## src/nfbpc_pkg.sv

```systemverilog
package nfbpc_pkg;
   localparam int NFBPC_ADDR_W = 25;
   localparam int NFBPC_DATA_W = 16;
   localparam int NFBPC_WAIT_POL_BIT = 10;
   localparam logic [15:0] NFBPC_RCR_RST = 16'h0000;
   localparam int NFBPC_SYNC_W = 2;
   typedef enum logic [2:0] {
      NFBPC_ST_RESET = 3'b001,
      NFBPC_ST_ASYNC = 3'b010,
      NFBPC_ST_SYNC = 3'b100
   } nfbpc_mode_e;
endpackage

```

## src/nfbpc_sync_if.sv

```systemverilog
`timescale 1ns/10ps
`default_nettype none
interface nfbpc_sync_if;
   logic [8:0] raw;
   logic [8:0] sync;
   modport src (output raw, input sync);
   modport dst (input raw, output sync);
endinterface
`default_nettype wire

```

## src/nfbpc_sync.sv

```systemverilog
`timescale 1ns/10ps
`default_nettype none
module nfbpc_sync
   import nfbpc_pkg::*;
(
   input wire logic i_core_clk,
   input wire logic i_rst_n,
   nfbpc_sync_if.dst s
);
   typedef struct packed {
      logic [8:0] m;
      logic [8:0] q;
   } nfbpc_sync_s;
   nfbpc_sync_s st_r, st_nxt;
   // Reset loads each stage with the idle level of its own pin. An all-ones
   // fill would fake sync mode for one cycle and break the async start.
   // Lock-down stays kept and the supply counts as locked out until the
   // real pin levels arrive.
   localparam logic [8:0] NFBPC_IDLE_LVL = 9'h0F6;
   always_comb begin
      st_nxt = st_r;
      st_nxt.m = s.raw;
      st_nxt.q = st_r.m;
      if (!i_rst_n) begin
         st_nxt = '0;
         st_nxt.m = NFBPC_IDLE_LVL;
         st_nxt.q = NFBPC_IDLE_LVL;
      end
   end
   always_ff @(posedge i_core_clk) begin
      st_r <= st_nxt;
   end
   assign s.sync = st_r.q;
endmodule
`default_nettype wire

```

## src/nfbpc_top.sv

```systemverilog
// Function
// [RQ1] Sync read: latch address on strobe rise or next clock edge with strobe low.
// [RQ2] Async mode: latch address on strobe rise, transparent while strobe low.
// [RQ3] Unused address-valid strobe is held low by the master.
// [RQ4] Die select low activates; high is standby with data and wait floating.
// [RQ5] Master keeps die select high when not accessing the device.
// [RQ6] Data driven on reads only while output-drive low; else data, wait float.
// [RQ7] Reset low clears automation and blocks all writes.
// [RQ8] Leaving reset enters asynchronous read-array mode.
// [RQ9] Wait active level is configuration bit 10.
// [RQ10] Wait driven only while die select and output-drive both low.
// [RQ11] Sync burst reads assert wait while data invalid.
// [RQ12] Async page reads and all writes keep wait deasserted.
// [RQ13] Write strobe rising edge captures address and data.
// [RQ14] Lock-guard low keeps lock-down; unlock of locked-down block fails.
// [RQ15] Lock-guard high overrides lock-down for erase and program.
// [RQ16] Program supply at or below lockout level forbids array changes.
// [RQ17] Master ties clock fixed when sync read is unused.
// [RQ18] Sixteen data lines carry writes in and read contents out.
`timescale 1ns/10ps
`default_nettype none
module nfbpc_top
   import nfbpc_pkg::*;
(
   input wire logic i_core_clk,
   input wire logic i_rst_n,
   input wire logic i_bus_clk,
   input wire logic i_address_valid_strobe_n,
   input wire logic i_die_select_n,
   input wire logic i_output_drive_n,
   input wire logic i_write_strobe_n,
   input wire logic i_lock_guard_n,
   input wire logic i_program_supply_lockout_level,
   input wire logic i_dev_rst_n,
   input wire logic [NFBPC_ADDR_W-1:0] i_addr,
   input wire logic [NFBPC_DATA_W-1:0] i_dq,
   input wire logic i_sync_mode,
   input wire logic i_rd_data_valid,
   input wire logic [NFBPC_DATA_W-1:0] i_rd_data,
   input wire logic [15:0] i_read_configuration_reg,
   input wire logic i_read_configuration_wr,
   input wire logic i_block_locked_down,
   output logic [NFBPC_DATA_W-1:0] o_dq,
   output logic o_dq_oe_n,
   output logic o_wait,
   output logic o_wait_oe_n,
   output logic [NFBPC_ADDR_W-1:0] o_addr,
   output logic o_addr_capture,
   output logic [NFBPC_ADDR_W-1:0] o_wr_addr,
   output logic [NFBPC_DATA_W-1:0] o_wr_data,
   output logic o_wr_valid,
   output logic o_unlock_allowed,
   output logic o_alter_allowed,
   output logic o_sync_mode
);
   typedef struct packed {
      nfbpc_mode_e mode;
      logic [NFBPC_ADDR_W-1:0] a1;
      logic [NFBPC_ADDR_W-1:0] a2;
      logic [NFBPC_DATA_W-1:0] d1;
      logic [NFBPC_DATA_W-1:0] d2;
      logic clk_d;
      logic adv_d;
      logic we_d;
      logic captured;
      logic [15:0] read_configuration_reg;
      logic [NFBPC_DATA_W-1:0] dq;
      logic dq_oe_n;
      logic wait_q;
      logic wait_oe_n;
      logic [NFBPC_ADDR_W-1:0] addr;
      logic addr_cap;
      logic [NFBPC_ADDR_W-1:0] wr_addr;
      logic [NFBPC_DATA_W-1:0] wr_data;
      logic wr_valid;
      logic unlock_ok;
      logic alter_ok;
      logic sync_q;
   } nfbpc_s;

   nfbpc_s st_r, st_nxt;
   nfbpc_sync_if sif ();
   logic clk_s, adv_s, cs_s, oe_s, we_s, wp_s, vpk_s, rst_s, sm_s;

   assign sif.raw = {i_bus_clk, i_address_valid_strobe_n, i_die_select_n,
                     i_output_drive_n, i_write_strobe_n, i_lock_guard_n,
                     i_program_supply_lockout_level, i_dev_rst_n,
                     i_sync_mode};
   assign {clk_s, adv_s, cs_s, oe_s, we_s, wp_s, vpk_s, rst_s, sm_s} =
      sif.sync;

   nfbpc_sync u_sync (
      .i_core_clk(i_core_clk),
      .i_rst_n(i_rst_n),
      .s(sif.dst)
   );

   // The wide buses are pipelined by two stages to stay aligned with the
   // synchronised strobes, so a capture sees settled values.
   always_comb begin
      st_nxt = st_r;
      st_nxt.a1 = i_addr;
      st_nxt.a2 = st_r.a1;
      st_nxt.d1 = i_dq;
      st_nxt.d2 = st_r.d1;
      st_nxt.clk_d = clk_s;
      st_nxt.adv_d = adv_s;
      st_nxt.we_d = we_s;
      st_nxt.addr_cap = 1'b0;
      st_nxt.wr_valid = 1'b0;
      if (i_read_configuration_wr) begin
         st_nxt.read_configuration_reg = i_read_configuration_reg;
      end
      // [RQ7] reset blocks writes
      if (!rst_s) begin
         st_nxt.mode = NFBPC_ST_RESET;
         st_nxt.captured = 1'b0;
      end else begin
         unique case (st_r.mode)
            // [RQ8] async after reset
            NFBPC_ST_RESET: st_nxt.mode = NFBPC_ST_ASYNC;
            NFBPC_ST_ASYNC: if (sm_s) st_nxt.mode = NFBPC_ST_SYNC;
            NFBPC_ST_SYNC: if (!sm_s) st_nxt.mode = NFBPC_ST_ASYNC;
            default: st_nxt.mode = NFBPC_ST_RESET;
         endcase
         if (!cs_s) begin
            if (st_r.mode == NFBPC_ST_SYNC) begin
               // [RQ1] first of strobe rise or clock edge
               if (adv_s && !st_r.adv_d && !st_r.captured) begin
                  st_nxt.addr = st_r.a2;
                  st_nxt.addr_cap = 1'b1;
               end else if (!adv_s && clk_s && !st_r.clk_d &&
                            !st_r.captured) begin
                  st_nxt.addr = st_r.a2;
                  st_nxt.addr_cap = 1'b1;
                  st_nxt.captured = 1'b1;
               end
               if (adv_s) st_nxt.captured = 1'b0;
            end else if (!adv_s) begin
               // [RQ2] transparent while strobe low
               st_nxt.addr = st_r.a2;
            end else if (!st_r.adv_d) begin
               st_nxt.addr = st_r.a2;
               st_nxt.addr_cap = 1'b1;
            end
            // [RQ13] write strobe rise
            if (we_s && !st_r.we_d && st_r.mode != NFBPC_ST_RESET) begin
               st_nxt.wr_addr = st_r.a2;
               st_nxt.wr_data = st_r.d2;
               st_nxt.wr_valid = 1'b1;
            end
         end
      end
      // [RQ14] lock-down holds
      // [RQ15] guard high overrides
      st_nxt.unlock_ok = wp_s || !i_block_locked_down;
      // [RQ16] supply lockout
      st_nxt.alter_ok = !vpk_s && rst_s;
      st_nxt.sync_q = st_nxt.mode == NFBPC_ST_SYNC;
      // [RQ4] [RQ6] [RQ10] output enables
      st_nxt.dq_oe_n = cs_s || oe_s || !we_s;
      st_nxt.wait_oe_n = cs_s || oe_s;
      // [RQ18] read data out
      st_nxt.dq = i_rd_data;
      // [RQ9] [RQ11] [RQ12] wait level
      if (st_r.mode == NFBPC_ST_SYNC && we_s && !i_rd_data_valid) begin
         st_nxt.wait_q = st_r.read_configuration_reg[NFBPC_WAIT_POL_BIT];
      end else begin
         st_nxt.wait_q = !st_r.read_configuration_reg[NFBPC_WAIT_POL_BIT];
      end
      if (!i_rst_n) begin
         st_nxt = '0;
         st_nxt.mode = NFBPC_ST_RESET;
         st_nxt.read_configuration_reg = NFBPC_RCR_RST;
         st_nxt.dq_oe_n = 1'b1;
         st_nxt.wait_oe_n = 1'b1;
         st_nxt.adv_d = 1'b1;
         st_nxt.we_d = 1'b1;
         st_nxt.wait_q = 1'b1;
      end
   end

   always_ff @(posedge i_core_clk) begin
      st_r <= st_nxt;
   end

   assign o_dq = st_r.dq;
   assign o_dq_oe_n = st_r.dq_oe_n;
   assign o_wait = st_r.wait_q;
   assign o_wait_oe_n = st_r.wait_oe_n;
   assign o_addr = st_r.addr;
   assign o_addr_capture = st_r.addr_cap;
   assign o_wr_addr = st_r.wr_addr;
   assign o_wr_data = st_r.wr_data;
   assign o_wr_valid = st_r.wr_valid;
   assign o_unlock_allowed = st_r.unlock_ok;
   assign o_alter_allowed = st_r.alter_ok;
   assign o_sync_mode = st_r.sync_q;
endmodule
`default_nettype wire

```

## config.mk

```make
export PLATFORM = sky130hd
export DESIGN_NAME = nfbpc_top
export DESIGN_NICKNAME = d
export VERILOG_FILES = /design/src/nfbpc_pkg.sv /design/src/nfbpc_sync_if.sv /design/src/nfbpc_sync.sv /design/src/nfbpc_top.sv
export SDC_FILE = /design/constraint.sdc
export NUM_CORES = 1
export LEC_CHECK = 0
export ABC_AREA = 1
export BUFFER_PORTS_ARGS = -buffer_cell sky130_fd_sc_hd__buf_2
export CORE_UTILIZATION = 45
export CTS_BUF_LIST = sky130_fd_sc_hd__clkbuf_8
export DETAILED_ROUTE_END_ITERATION = 7
export PLACE_DENSITY = 0.72
export SLEW_MARGIN = 15
export SYNTH_ARGS = -nofsm -noshare
export SYNTH_HDL_FRONTEND = slang
export SYNTH_SLANG_ARGS = --single-unit
```

## constraint.sdc

```tcl
create_clock -name i_core_clk -period 1.35 [get_ports i_core_clk]
set_clock_uncertainty 0.15 [all_clocks]
set_input_delay 0.27 -clock i_core_clk [delete_from_list [all_inputs] [get_ports i_core_clk]]
set_output_delay 0.27 -clock i_core_clk [all_outputs]
set_load 0.03 [all_outputs]
```

# Yosys cells after proc, flatten, opt, wreduce, memory -nomap -nowiden
# Index checks and enable logic that the tools add are counted.
# word_totals
latchBits,0
mem_count,0
regBits,208
elab_cells,79
rom_bits,0
ram_bits,0
# op_classes
bitwise,3
add_sub_neg,0
n_shift,0
n_div,0
n_eq_ne,8
n_mul,0
n_reduce_logical,29
n_lt_le_gt_ge,0
n_mux,15
# op_table
cell,count
$mux W26,4
$mux W25,1
$logic_and A1 B1 Y1,10
$logic_not A1 Y1,10
$mux W3,3
$pmux W3 S3,1
$reduce_and A4 Y1,2
$eq A3 B3 Y1 const B,2
$mux W1,6
$ne A3 B3 Y1 const B,2
$eq A3 B1 Y1 const B,1
$eq A3 B2 Y1 const B,1
$logic_or A1 B1 Y1,3
$ne A3 B1 Y1 const B,1
$not A1 Y1,3
$reduce_and A3 Y1,1
$reduce_or A3 Y1,1
$ne A2 B1 Y1 const B,1
$reduce_and A2 Y1,1
$reduce_bool A2 Y1,1

# Longest topological paths before layout
# Gate-level depths: netlist (run 1).
# depth
depth_word,7
mapped_depth,9

# Modules after synthesis
# From an unflattened synthesis (run 1), not the netlist that was laid out.
# hier_totals
hier_cells,843
area_unflattened_um2,7114.3
# by_module_without_submodules
module,cells_per_inst,area_per_inst_um2,instances
nfbpc_top,778,6525.0,1
nfbpc_sync,65,589.3,1

# Least setup slack after synthesis (run 1)
# No wires, ideal clock.
# synth_path
path_kind,reg-to-reg
from,reg u_sync.st_r (netlist bit u_sync.s.sync[6])
to,reg st_r (netlist bit o_wr_addr[10])
setup_slack_ps,-4
required_ps,1081
path_stages_with_launch,9
arrival_ps,1085
setup_time_ps,119
cell_sequence,dfxtp_1 -> inv_2 -> nand2_1 -> inv_4 -> nand3_4 -> inv_2 -> buf_6 -> buf_2 -> a21oi_1
# synth_via
elab_chain_cells,2
# synth_lines
item,line,rtl
"start, declared",nfbpc_sync.sv:14,"nfbpc_sync_s st_r, st_nxt;"
"start signal, assigned",nfbpc_sync.sv:31,st_r <= st_nxt;
$not A1 Y1 (no line),n/a,
$reduce_and A3 Y1 (no line),n/a,
"end signal, assigned",nfbpc_top.sv:184,st_r <= st_nxt;
"end, declared",nfbpc_top.sv:81,"nfbpc_s st_r, st_nxt;"
# No other way between the ends.
# A chain may end at the register's enable or synchronous reset.

# Final worst setup path (run 1)
# layout_path
from,reg st_r[192] (netlist name)
to,reg st_r (netlist bit o_addr[21])
# layout_via
elab_chain_cells,3
word_cells_on_any_way,5
cone_classes,eq/ne (3); mux (1); reduce/logical (1)
# layout_lines
item,line,rtl
$eq A3 B3 Y1 (*),nfbpc_top.sv:127,if (st_r.mode == NFBPC_ST_SYNC) begin
$ne A3 B3 Y1 (no line),n/a,
$reduce_and A4 Y1 (no line),n/a,
# Mark *: on every way between the ends. The rest lies on a longest branch, timed or not.

==> results of run 1 <==
[cells by family after synthesis]
logic type,after synthesis
buf+inv,313
simple gates,285
flops,198
compound gates,74
[sequential cells by signal, indices dropped and copies added, names as in the netlist, 9 cells and up]
signal,count
o_dq,16
o_wr_addr,25
u_sync.st_r,9
o_wr_data,16
st_r,90
o_addr,25
u_sync.s.sync,9
[layout make-up]
type                    count  area, µm²  area share [%]
repair buffers            281       2720            27.3
diodes                      1       2.50          0.0251
inverters                 195        744            7.47
multi-input cells         359       1770            17.8
well taps                 211        264            2.65
clock buffers              19        262            2.62
clock inverters            13        109            1.09
flip-flops and latches    198       4090            41.1
[metrics by stage]
stage	cells	setup slack (ps)
3_3_place_gp	1150	-77.8
6_report	1277	-140
5_1_grt	1276	-206
4_1_cts	1255	-124
3_5_place_dp	1150	-142
2_1_floorplan	870	-4.20
[worst min-delay path by stage]
stage,start,end,depth (start not counted)
4_1_cts,i_rst_n,st_r[107]$_SDFF_PN1_,3
5_1_grt,i_rst_n,st_r[107]$_SDFF_PN1_,3
2_1_floorplan,i_block_locked_down,o_unlock_allowed$_SDFF_PN0_,1
3_3_place_gp,u_sync.s.sync[2]$_SDFF_PN1_,o_alter_allowed$_SDFF_PN0_,1
6_report,i_rst_n,st_r[107]$_SDFF_PN1_,3
3_5_place_dp,u_sync.s.sync[2]$_SDFF_PN1_,o_alter_allowed$_SDFF_PN0_,1
[per-layer routing]
layer / track usage (%) / up-vias
li1: - / 2835
met1: 21.0 / 2505
met2: 35.9 / 161
met3: 6.03 / 26
met4: 7.00 / 0
met5: 0 / -
[power groups by stage]
| stage | clock [W] | combinational, W | sequential [W] |
|---|---|---|---|
| finish | 0.00357 | 0.00101 | 0.00613 |
| global route | 0.00393 | 0.00111 | 0.00614 |
| detailed placement | 0 | 0.000707 | 0.00623 |
| global placement | 0 | 0.000696 | 0.00622 |
| CTS | 0.00365 | 0.000925 | 0.00611 |
| floorplan | 0 | 0.000475 | 0.00623 |
[what timing repair did]
action                                  4_1_cts  5_1_grt
hold buffers                                 70        0
endpoints found under the setup margin      157      159
buffers inserted                              2       17
endpoints found under the hold margin        69        0
gates cloned                                  1        6
gates resized for setup                     278       91
pin swaps                                     2       14
[cell usage in the layout (no fill, tap or decap), types with 2 or more instances in the layout]
| cell | Yosys | final |
|---|---|---|
| a21oi_1 | 30 | 28 |
| buf_12 | 0 | 11 |
| buf_2 | 8 | 70 |
| buf_4 | 84 | 29 |
| buf_6 | 3 | 92 |
| buf_8 | 0 | 3 |
| clkbuf_16 | 0 | 5 |
| clkbuf_8 | 0 | 19 |
| clkinv_2 | 0 | 3 |
| clkinv_4 | 0 | 2 |
| clkinvlp_4 | 0 | 4 |
| dfxtp_1 | 198 | 101 |
| dfxtp_2 | 0 | 95 |
| dfxtp_4 | 0 | 2 |
| dlygate4sd3_1 | 0 | 70 |
| inv_1 | 191 | 176 |
| inv_2 | 3 | 18 |
| inv_4 | 1 | 2 |
| nand2_1 | 166 | 145 |
| nand2_2 | 0 | 15 |
| nand2_4 | 0 | 6 |
| nand3_1 | 6 | 4 |
| nand3_4 | 3 | 5 |
| nand4_1 | 27 | 27 |
| nor2_1 | 68 | 61 |
| nor2_2 | 0 | 4 |
| nor2_4 | 0 | 3 |
| o21ai_0 | 43 | 29 |
| o21ai_1 | 0 | 12 |
| o21ai_2 | 0 | 2 |
| or2_2 | 13 | 13 |
[critical path, delay by kind of cell (launching register included)]
| kind | cells | cell delay (ps) |
|---|---|---|
| flip-flops | 1 | 370 |
| AND/OR/NAND/NOR | 6 | 590 |
| buffers and inverters | 3 | 290 |
==> out/qor.yml, run 1 <==
clkPwrFrac_pct: 33.4
ys_types: 21
whs_ps: 63.1
final_max_slew_viol_count: 0
synth-xor-area-share_pct: 0
cpMostUsedCell: "nand3_4"
pwr-share-comb_pct: 9.4
async_reset_ff_share_pct: 0
io_pins: 177
synth_top_cell_area_share_pct: 55.9
synth_compound_area_share_pct: 5.26
fmax_mhz: 671
die_area_mm2: 0.0163
synthMuxAreaShare_pct: 0
wl_per_cell_um: 12.9
reg2reg_from: "st_r[192]$_SDFF_PN1_"
place_area_mm2: 0.00772
avgSynthCellArea_um2: 8.15
fin_area_mm2: 0.00996
cts_tree: "yes"
fin_util_pct: 65.1
start_util_pct: 46.3
met2_wirelength_um: 8600
wl_met3_um: 860
power_frac_seq_pct: 57.2
slew_headroom_pct: 74.9
synth_adder_area_share_pct: 0
yosys_warnings: 0
rows: 45
grt_use_total_pct: 19.6
synth_commonest_cells: "198 x dfxtp_1, 191 x inv_1, 166 x nand2_1"
seq_area_frac_synth_pct: 55.9
fillers: 1184
final-hold-violation-count: 0
period_minus_slack_ps: 1490
synth-edff-count: 0
outcome: "complete, but fails checks"
synth_ff_type: "dfxtp_1"
min_period_over_period_pct: 110
yosysTopAreaCell: "dfxtp_1"
via_per_inst: 4.33
overflow: 0
clkTransAtPathRegs_ps: 100
grt_max_degree: 80
ys_ff_latch: 198
worst_pin_slew_ps: 372
wl_um: 16400
reg2reg_depth: 9
m1WireLength_um: 6600
hp-class: "input pin to flip-flop"
netSwitchingPower_w: 0.00261
grt_antenna_before_repair: 0
timing.setup.tns_ps: -4690
h-tree-depth: 4
rrSetupSlack_ps: -140
critPathLaunch: "st_r[192]$_SDFF_PN1_"
worstPathCellList: "nor2_4 > nand2_4 > inv_4 > nand3_4 > nand3_4 > clkbuf_16 > nand2_1 > inv_1 > nor2_1"
r2r-end: "o_addr[21]$_SDFFE_PN0P_"
drive_gt1_share_pct: 38.6
numCtsBuffers: 17
end_kind: "flip-flop"
path_max_fanout: 5
ant_nets: 0
grt_pass1_vias: 5363
p_int_w: 0.00810
clkLatencyLatePin_ps: 460
endpoint: "o_addr[21]$_SDFFE_PN0P_"
crit_type: "flip-flop to flip-flop"
syn-instance-count: 870
critPathMaxStageDelay_ps: 370
synth.most_common_cell: "dfxtp_1"
cp.arrival_ps: 1710
portBuffers: 161
synthSimpleGateAreaFrac_pct: 17.3
core_region_area_mm2: 0.0153
grt_first_pass_wirelength_um: 24700
die_width_um: 128
worst_slack_ps: -140
drt-pass1-iter-count: 4
synth_top_family_by_area: "buffers and inverters"
synth_area_leaders: "dfxtp_1 56%, inv_1 10%, buf_4 8.9%, nand2_1 8.8%, nor2_1 3.6%"
die_y_um: 128
p_leak_nw: 5.13
drcViolationCount: 0
pwr_density_cell_mw_per_mm2: 1070
cts-root-buf: "clkbuf_8"
startpoint_type: "flip-flop"
route.vias.total: 5527
cp_data_required_time_ps: 1570
drt-initial-drc-count: 384
cts_max_path_buffers: 2
clock_sinks: 198
finalSetupViolCount: 103
rsz0062_at_grt: "yes"
max-vdd-ir-drop_mv: 0.957
cp_slowest_cell: "dfxtp_4"
gp_congestion: 0.765
violations: "negative setup slack"
synth_area_mm2: 0.00709
area_growth_syn_to_layout_pct: 40.5
synth_nets: 957
highest_layer: "met4"
finalPower_w: 0.0107
switching_share_pct: 24.4
dp_hpwl_um: 8490
nNetsFinal: 1139
drv_cap: 0
No activity file was read; power rests on OpenSTA's default activity.
==> run 2: changes to the inputs <==
--- a/config.mk
+++ b/config.mk
@@ -5,8 +5,8 @@
 export SDC_FILE = /design/constraint.sdc
 export NUM_CORES = 1
 export LEC_CHECK = 0
-export ABC_AREA = 1
 export BUFFER_PORTS_ARGS = -buffer_cell sky130_fd_sc_hd__buf_2
+export CORE_ASPECT_RATIO = 1.75
 export CORE_UTILIZATION = 45
 export CTS_BUF_LIST = sky130_fd_sc_hd__clkbuf_8
 export DETAILED_ROUTE_END_ITERATION = 7
==> constraint.sdc (replaced) <==
create_clock -name i_core_clk -period 1.35 [get_ports i_core_clk]
set_clock_uncertainty 0.15 [all_clocks]
set_input_delay 0.27 -clock i_core_clk [delete_from_list [all_inputs] [get_ports i_core_clk]]
set_output_delay 0.27 -clock i_core_clk [all_outputs]
set_load 0.05 [all_outputs]
==> run 2 against run 1 <==
  * Final area rose by 1.1%
  * The flow still finishes with violations (negative setup slack)
  * Via count shrank 13%
  * Count of clock-buffer cells in the layout down 2
  * Critical path type unchanged
  * Sequential share of layout area shrank 0.46 points
  * Register-to-register slack lost 250 ps
  * Non-clock buffer count is 8 higher
==> out/qor.yml, run 2 <==
worstHoldStart: "i_rst_n"
grt_pass1_vias: 4485  # -16%
ys_types: 30  # +43%
drt-initial-drc-count: 132  # -66%
io_pins: 177  # unchanged
worstPathCellList: "nor3b_4 > a221o_1 > a21oi_4 > buf_12 > buf_6 > mux2i_1"
layout_commonest_cell: "nand2_1"
synthMuxAreaShare_pct: 3.95  # +3.9 points
largest_reg_flops: 90  # unchanged
synthSimpleGateAreaFrac_pct: 20.4  # +3.1 points
grt_antenna_before_repair: 0  # unchanged
regMostFlops: "st_r"
cp_num_buf_inv: 2  # -1
die_width_um: 95.2  # -25%
synth_commonest_cells: "198 x dfxtp_1, 136 x nand2_1, 106 x and2_1"
numCtsBuffers: 17  # unchanged
wl_um: 15600  # -5.0%
async_reset_ff_share_pct: 0  # unchanged
grt_first_pass_wirelength_um: 22000  # -11%
critPathMaxStageDelay_ps: 360  # about the same
finalSetupViolCount: 151  # +47%
syn-instance-count: 669  # -23%
synth-edff-count: 0  # unchanged
critPathLaunch: "st_r[194]$_SDFF_PN0_"
p_int_w: 0.00807  # -0.40%
fmax_mhz: 575  # -14%
synth_area_leaders: "dfxtp_1 58%, and2_1 9.7%, buf_4 9.0%, nand2_1 7.5%, a21boi_1 4.4%"
synth_top_cell_area_share_pct: 57.9  # +2.0 points
clkPwrFrac_pct: 35.0  # +1.6 points
portBuffers: 161  # unchanged
synth-xor-area-share_pct: 0.256  # +0.26 points
preCtsSetupSlack_ps: -344  # -201 ps
die_area_mm2: 0.0157  # -3.3%
cp.arrival_ps: 1960  # +250 ps
dp_hpwl_um: 8160  # -3.9%
fin_area_mm2: 0.0101  # +1.1%
fillers: 1025  # -13%
finalPower_w: 0.0107  # +0.31%
drcViolationCount: 0  # unchanged
rsz0062_at_grt: "yes"
cts-root-buf: "clkbuf_8"
drive_gt1_share_pct: 44.9  # +6.3 points
nNetsFinal: 947  # -17%
crit_type: "flip-flop to flip-flop"
gp_congestion: 0.762  # -0.41%
ant_nets: 0  # unchanged
via_per_inst: 4.55  # +5.0%
cp_data_required_time_ps: 1570  # about the same
path_delay_family: "compound AO/OA/AOI/OAI gates"
drt-pass1-iter-count: 4  # unchanged
synth_top_family_by_area: "simple AND/OR/NAND/NOR gates"
p_leak_nw: 4.34  # -15%
synth_area_mm2: 0.00685  # -3.5%
core_region_area_mm2: 0.0148  # -3.1%
cts_max_path_buffers: 2  # unchanged
drv_cap: 0  # unchanged
power_frac_seq_pct: 56.9  # -0.3 points
route.vias.total: 4800  # -13%
cp_slowest_cell: "dfxtp_4"
period_minus_slack_ps: 1740  # +250 ps
synth_compound_area_share_pct: 5.47  # +0.21 points
grt_max_degree: 94  # +18%
rows: 59  # +31%
clkTransAtPathRegs_ps: 100  # about the same
netSwitchingPower_w: 0.00268  # +2.5%
violations: "negative setup slack"
worst_slack_ps: -390  # -250 ps
path_max_fanout: 5  # unchanged
area_growth_syn_to_layout_pct: 47.1
reg2reg_from: "st_r[194]$_SDFF_PN0_"
final_max_slew_viol_count: 0  # unchanged
slew_headroom_pct: 79.2  # +4.3 points
worst_pin_slew_ps: 309  # -63.5 ps
clock_sinks: 198  # unchanged
min_period_over_period_pct: 129  # +19 points
diodes: 0  # -1
yosysTopAreaCell: "dfxtp_1"
grt_use_total_pct: 18.6  # -0.93 points
synth_ff_type: "dfxtp_1"
avgSynthCellArea_um2: 10.2  # +26%
end_kind: "flip-flop"
pwr_density_cell_mw_per_mm2: 1070  # -0.75%
pwr-share-comb_pct: 8.1  # -1.3 points
die_y_um: 165  # +30%
place_area_mm2: 0.00726  # -5.9%
h-tree-depth: 4  # unchanged
cts_tree: "yes"
clkLatencyLatePin_ps: 440  # -20 ps
switching_share_pct: 24.9  # +0.54 points
overflow: 0  # unchanged
start_util_pct: 46.1  # -0.17 points
yosys_warnings: 0  # unchanged
final-hold-violation-count: 0  # unchanged
wl_per_cell_um: 14.8  # +15%
synth.most_common_cell: "dfxtp_1"
max-vdd-ir-drop_mv: 0.773  # -19%
ys_ff_latch: 198  # unchanged
seq_area_frac_synth_pct: 57.9  # +2.0 points
startpoint_type: "flip-flop"
mostFrequentLayoutCells: "113 x nand2_1, 106 x and2_1, 103 x dfxtp_1"
hp-class: "input pin to flip-flop"
synth_adder_area_share_pct: 0  # unchanged
synth_nets: 756  # -21%
outcome: "complete, but fails checks"
-- run 2: metal layers --
| metal | vias to the layer above | part of all wire [%] | global-route usage [%] | wire, µm |
|---|---|---|---|---|
| li1 | 2395 | - | - | - |
| met1 | 2251 | 37 | 19.6 | 5710 |
| met2 | 119 | 57 | 34.4 | 8910 |
| met3 | 35 | 3.0 | 3.80 | 475 |
| met4 | 0 | 3.4 | 8.68 | 532 |
| met5 | - | 0 | 0 | 0 |
-- run 2: worst register-to-register path: stages, from the launching register on --
cell and delay [ps]:
dfxtp_4 360, nor3b_4 150, a221o_1 360, a21oi_4 150
buf_12 150, buf_6 160, mux2i_1 200
-- run 2: cell families after synthesis --
logic type / after synthesis
flip-flops: 198
buffers and inverters: 120
AND/OR/NAND/NOR: 273
XOR/XNOR: 2
AO/OA/AOI/OAI: 49
multiplexers: 27
-- run 2: final cells by class --
type	instances	area, µm²	area share, %
clock buffers	17	234	2.32
inverters	3	11.3	0.112
multi-input cells	351	2270	22.6
flip-flops and latches	198	4090	40.6
clock inverters	15	169	1.68
repair buffers	289	3060	30.4
well taps	183	229	2.27
-- run 2: power groups by stage --
stage	logic (W)	registers, W	clock network, W
after global placement	0.000581	0.00621	0
after CTS	0.000822	0.00610	0.00386
after floorplan	0.000401	0.00622	0
after global routing	0.000928	0.00614	0.00411
after detailed placement	0.000589	0.00622	0
final	0.000866	0.00612	0.00376
-- run 2: timing repair --
| item | in CTS | in global routing |
|---|---|---|
| hold endpoints to repair | 69 | 0 |
| hold buffers | 70 | 0 |
| resized for setup | 348 | 90 |
| endpoints found under the setup margin | 160 | 162 |
| gates cloned | 3 | 6 |
| pin swaps | 3 | 42 |
| buffers inserted | 11 | 21 |
-- run 2: metrics by stage --
step | setup TNS (ps) | cells | hold WS (ps) | util (%)
after floorplan | -19760 | 669 | 218 | -
after global placement | -19370 | 915 | 221 | 48.9
after detailed placement | -21030 | 915 | 228 | 48.9
after CTS | -24410 | 1030 | 79.6 | 63.6
after global routing | -32340 | 1056 | 106 | 67.9
final | -22290 | 1056 | 116 | 67.9
-- run 2: path summary, 6_finish.rpt --
check,cells after the start,slack [ps],end
worst max-delay path,6,-390,o_addr[12]$_SDFFE_PN0P_
worst min-delay path,3,120,o_alter_allowed$_SDFF_PN0_
worst max register to register,6,-390,o_addr[12]$_SDFFE_PN0P_
worst min register to register,1,230,o_alter_allowed$_SDFF_PN0_
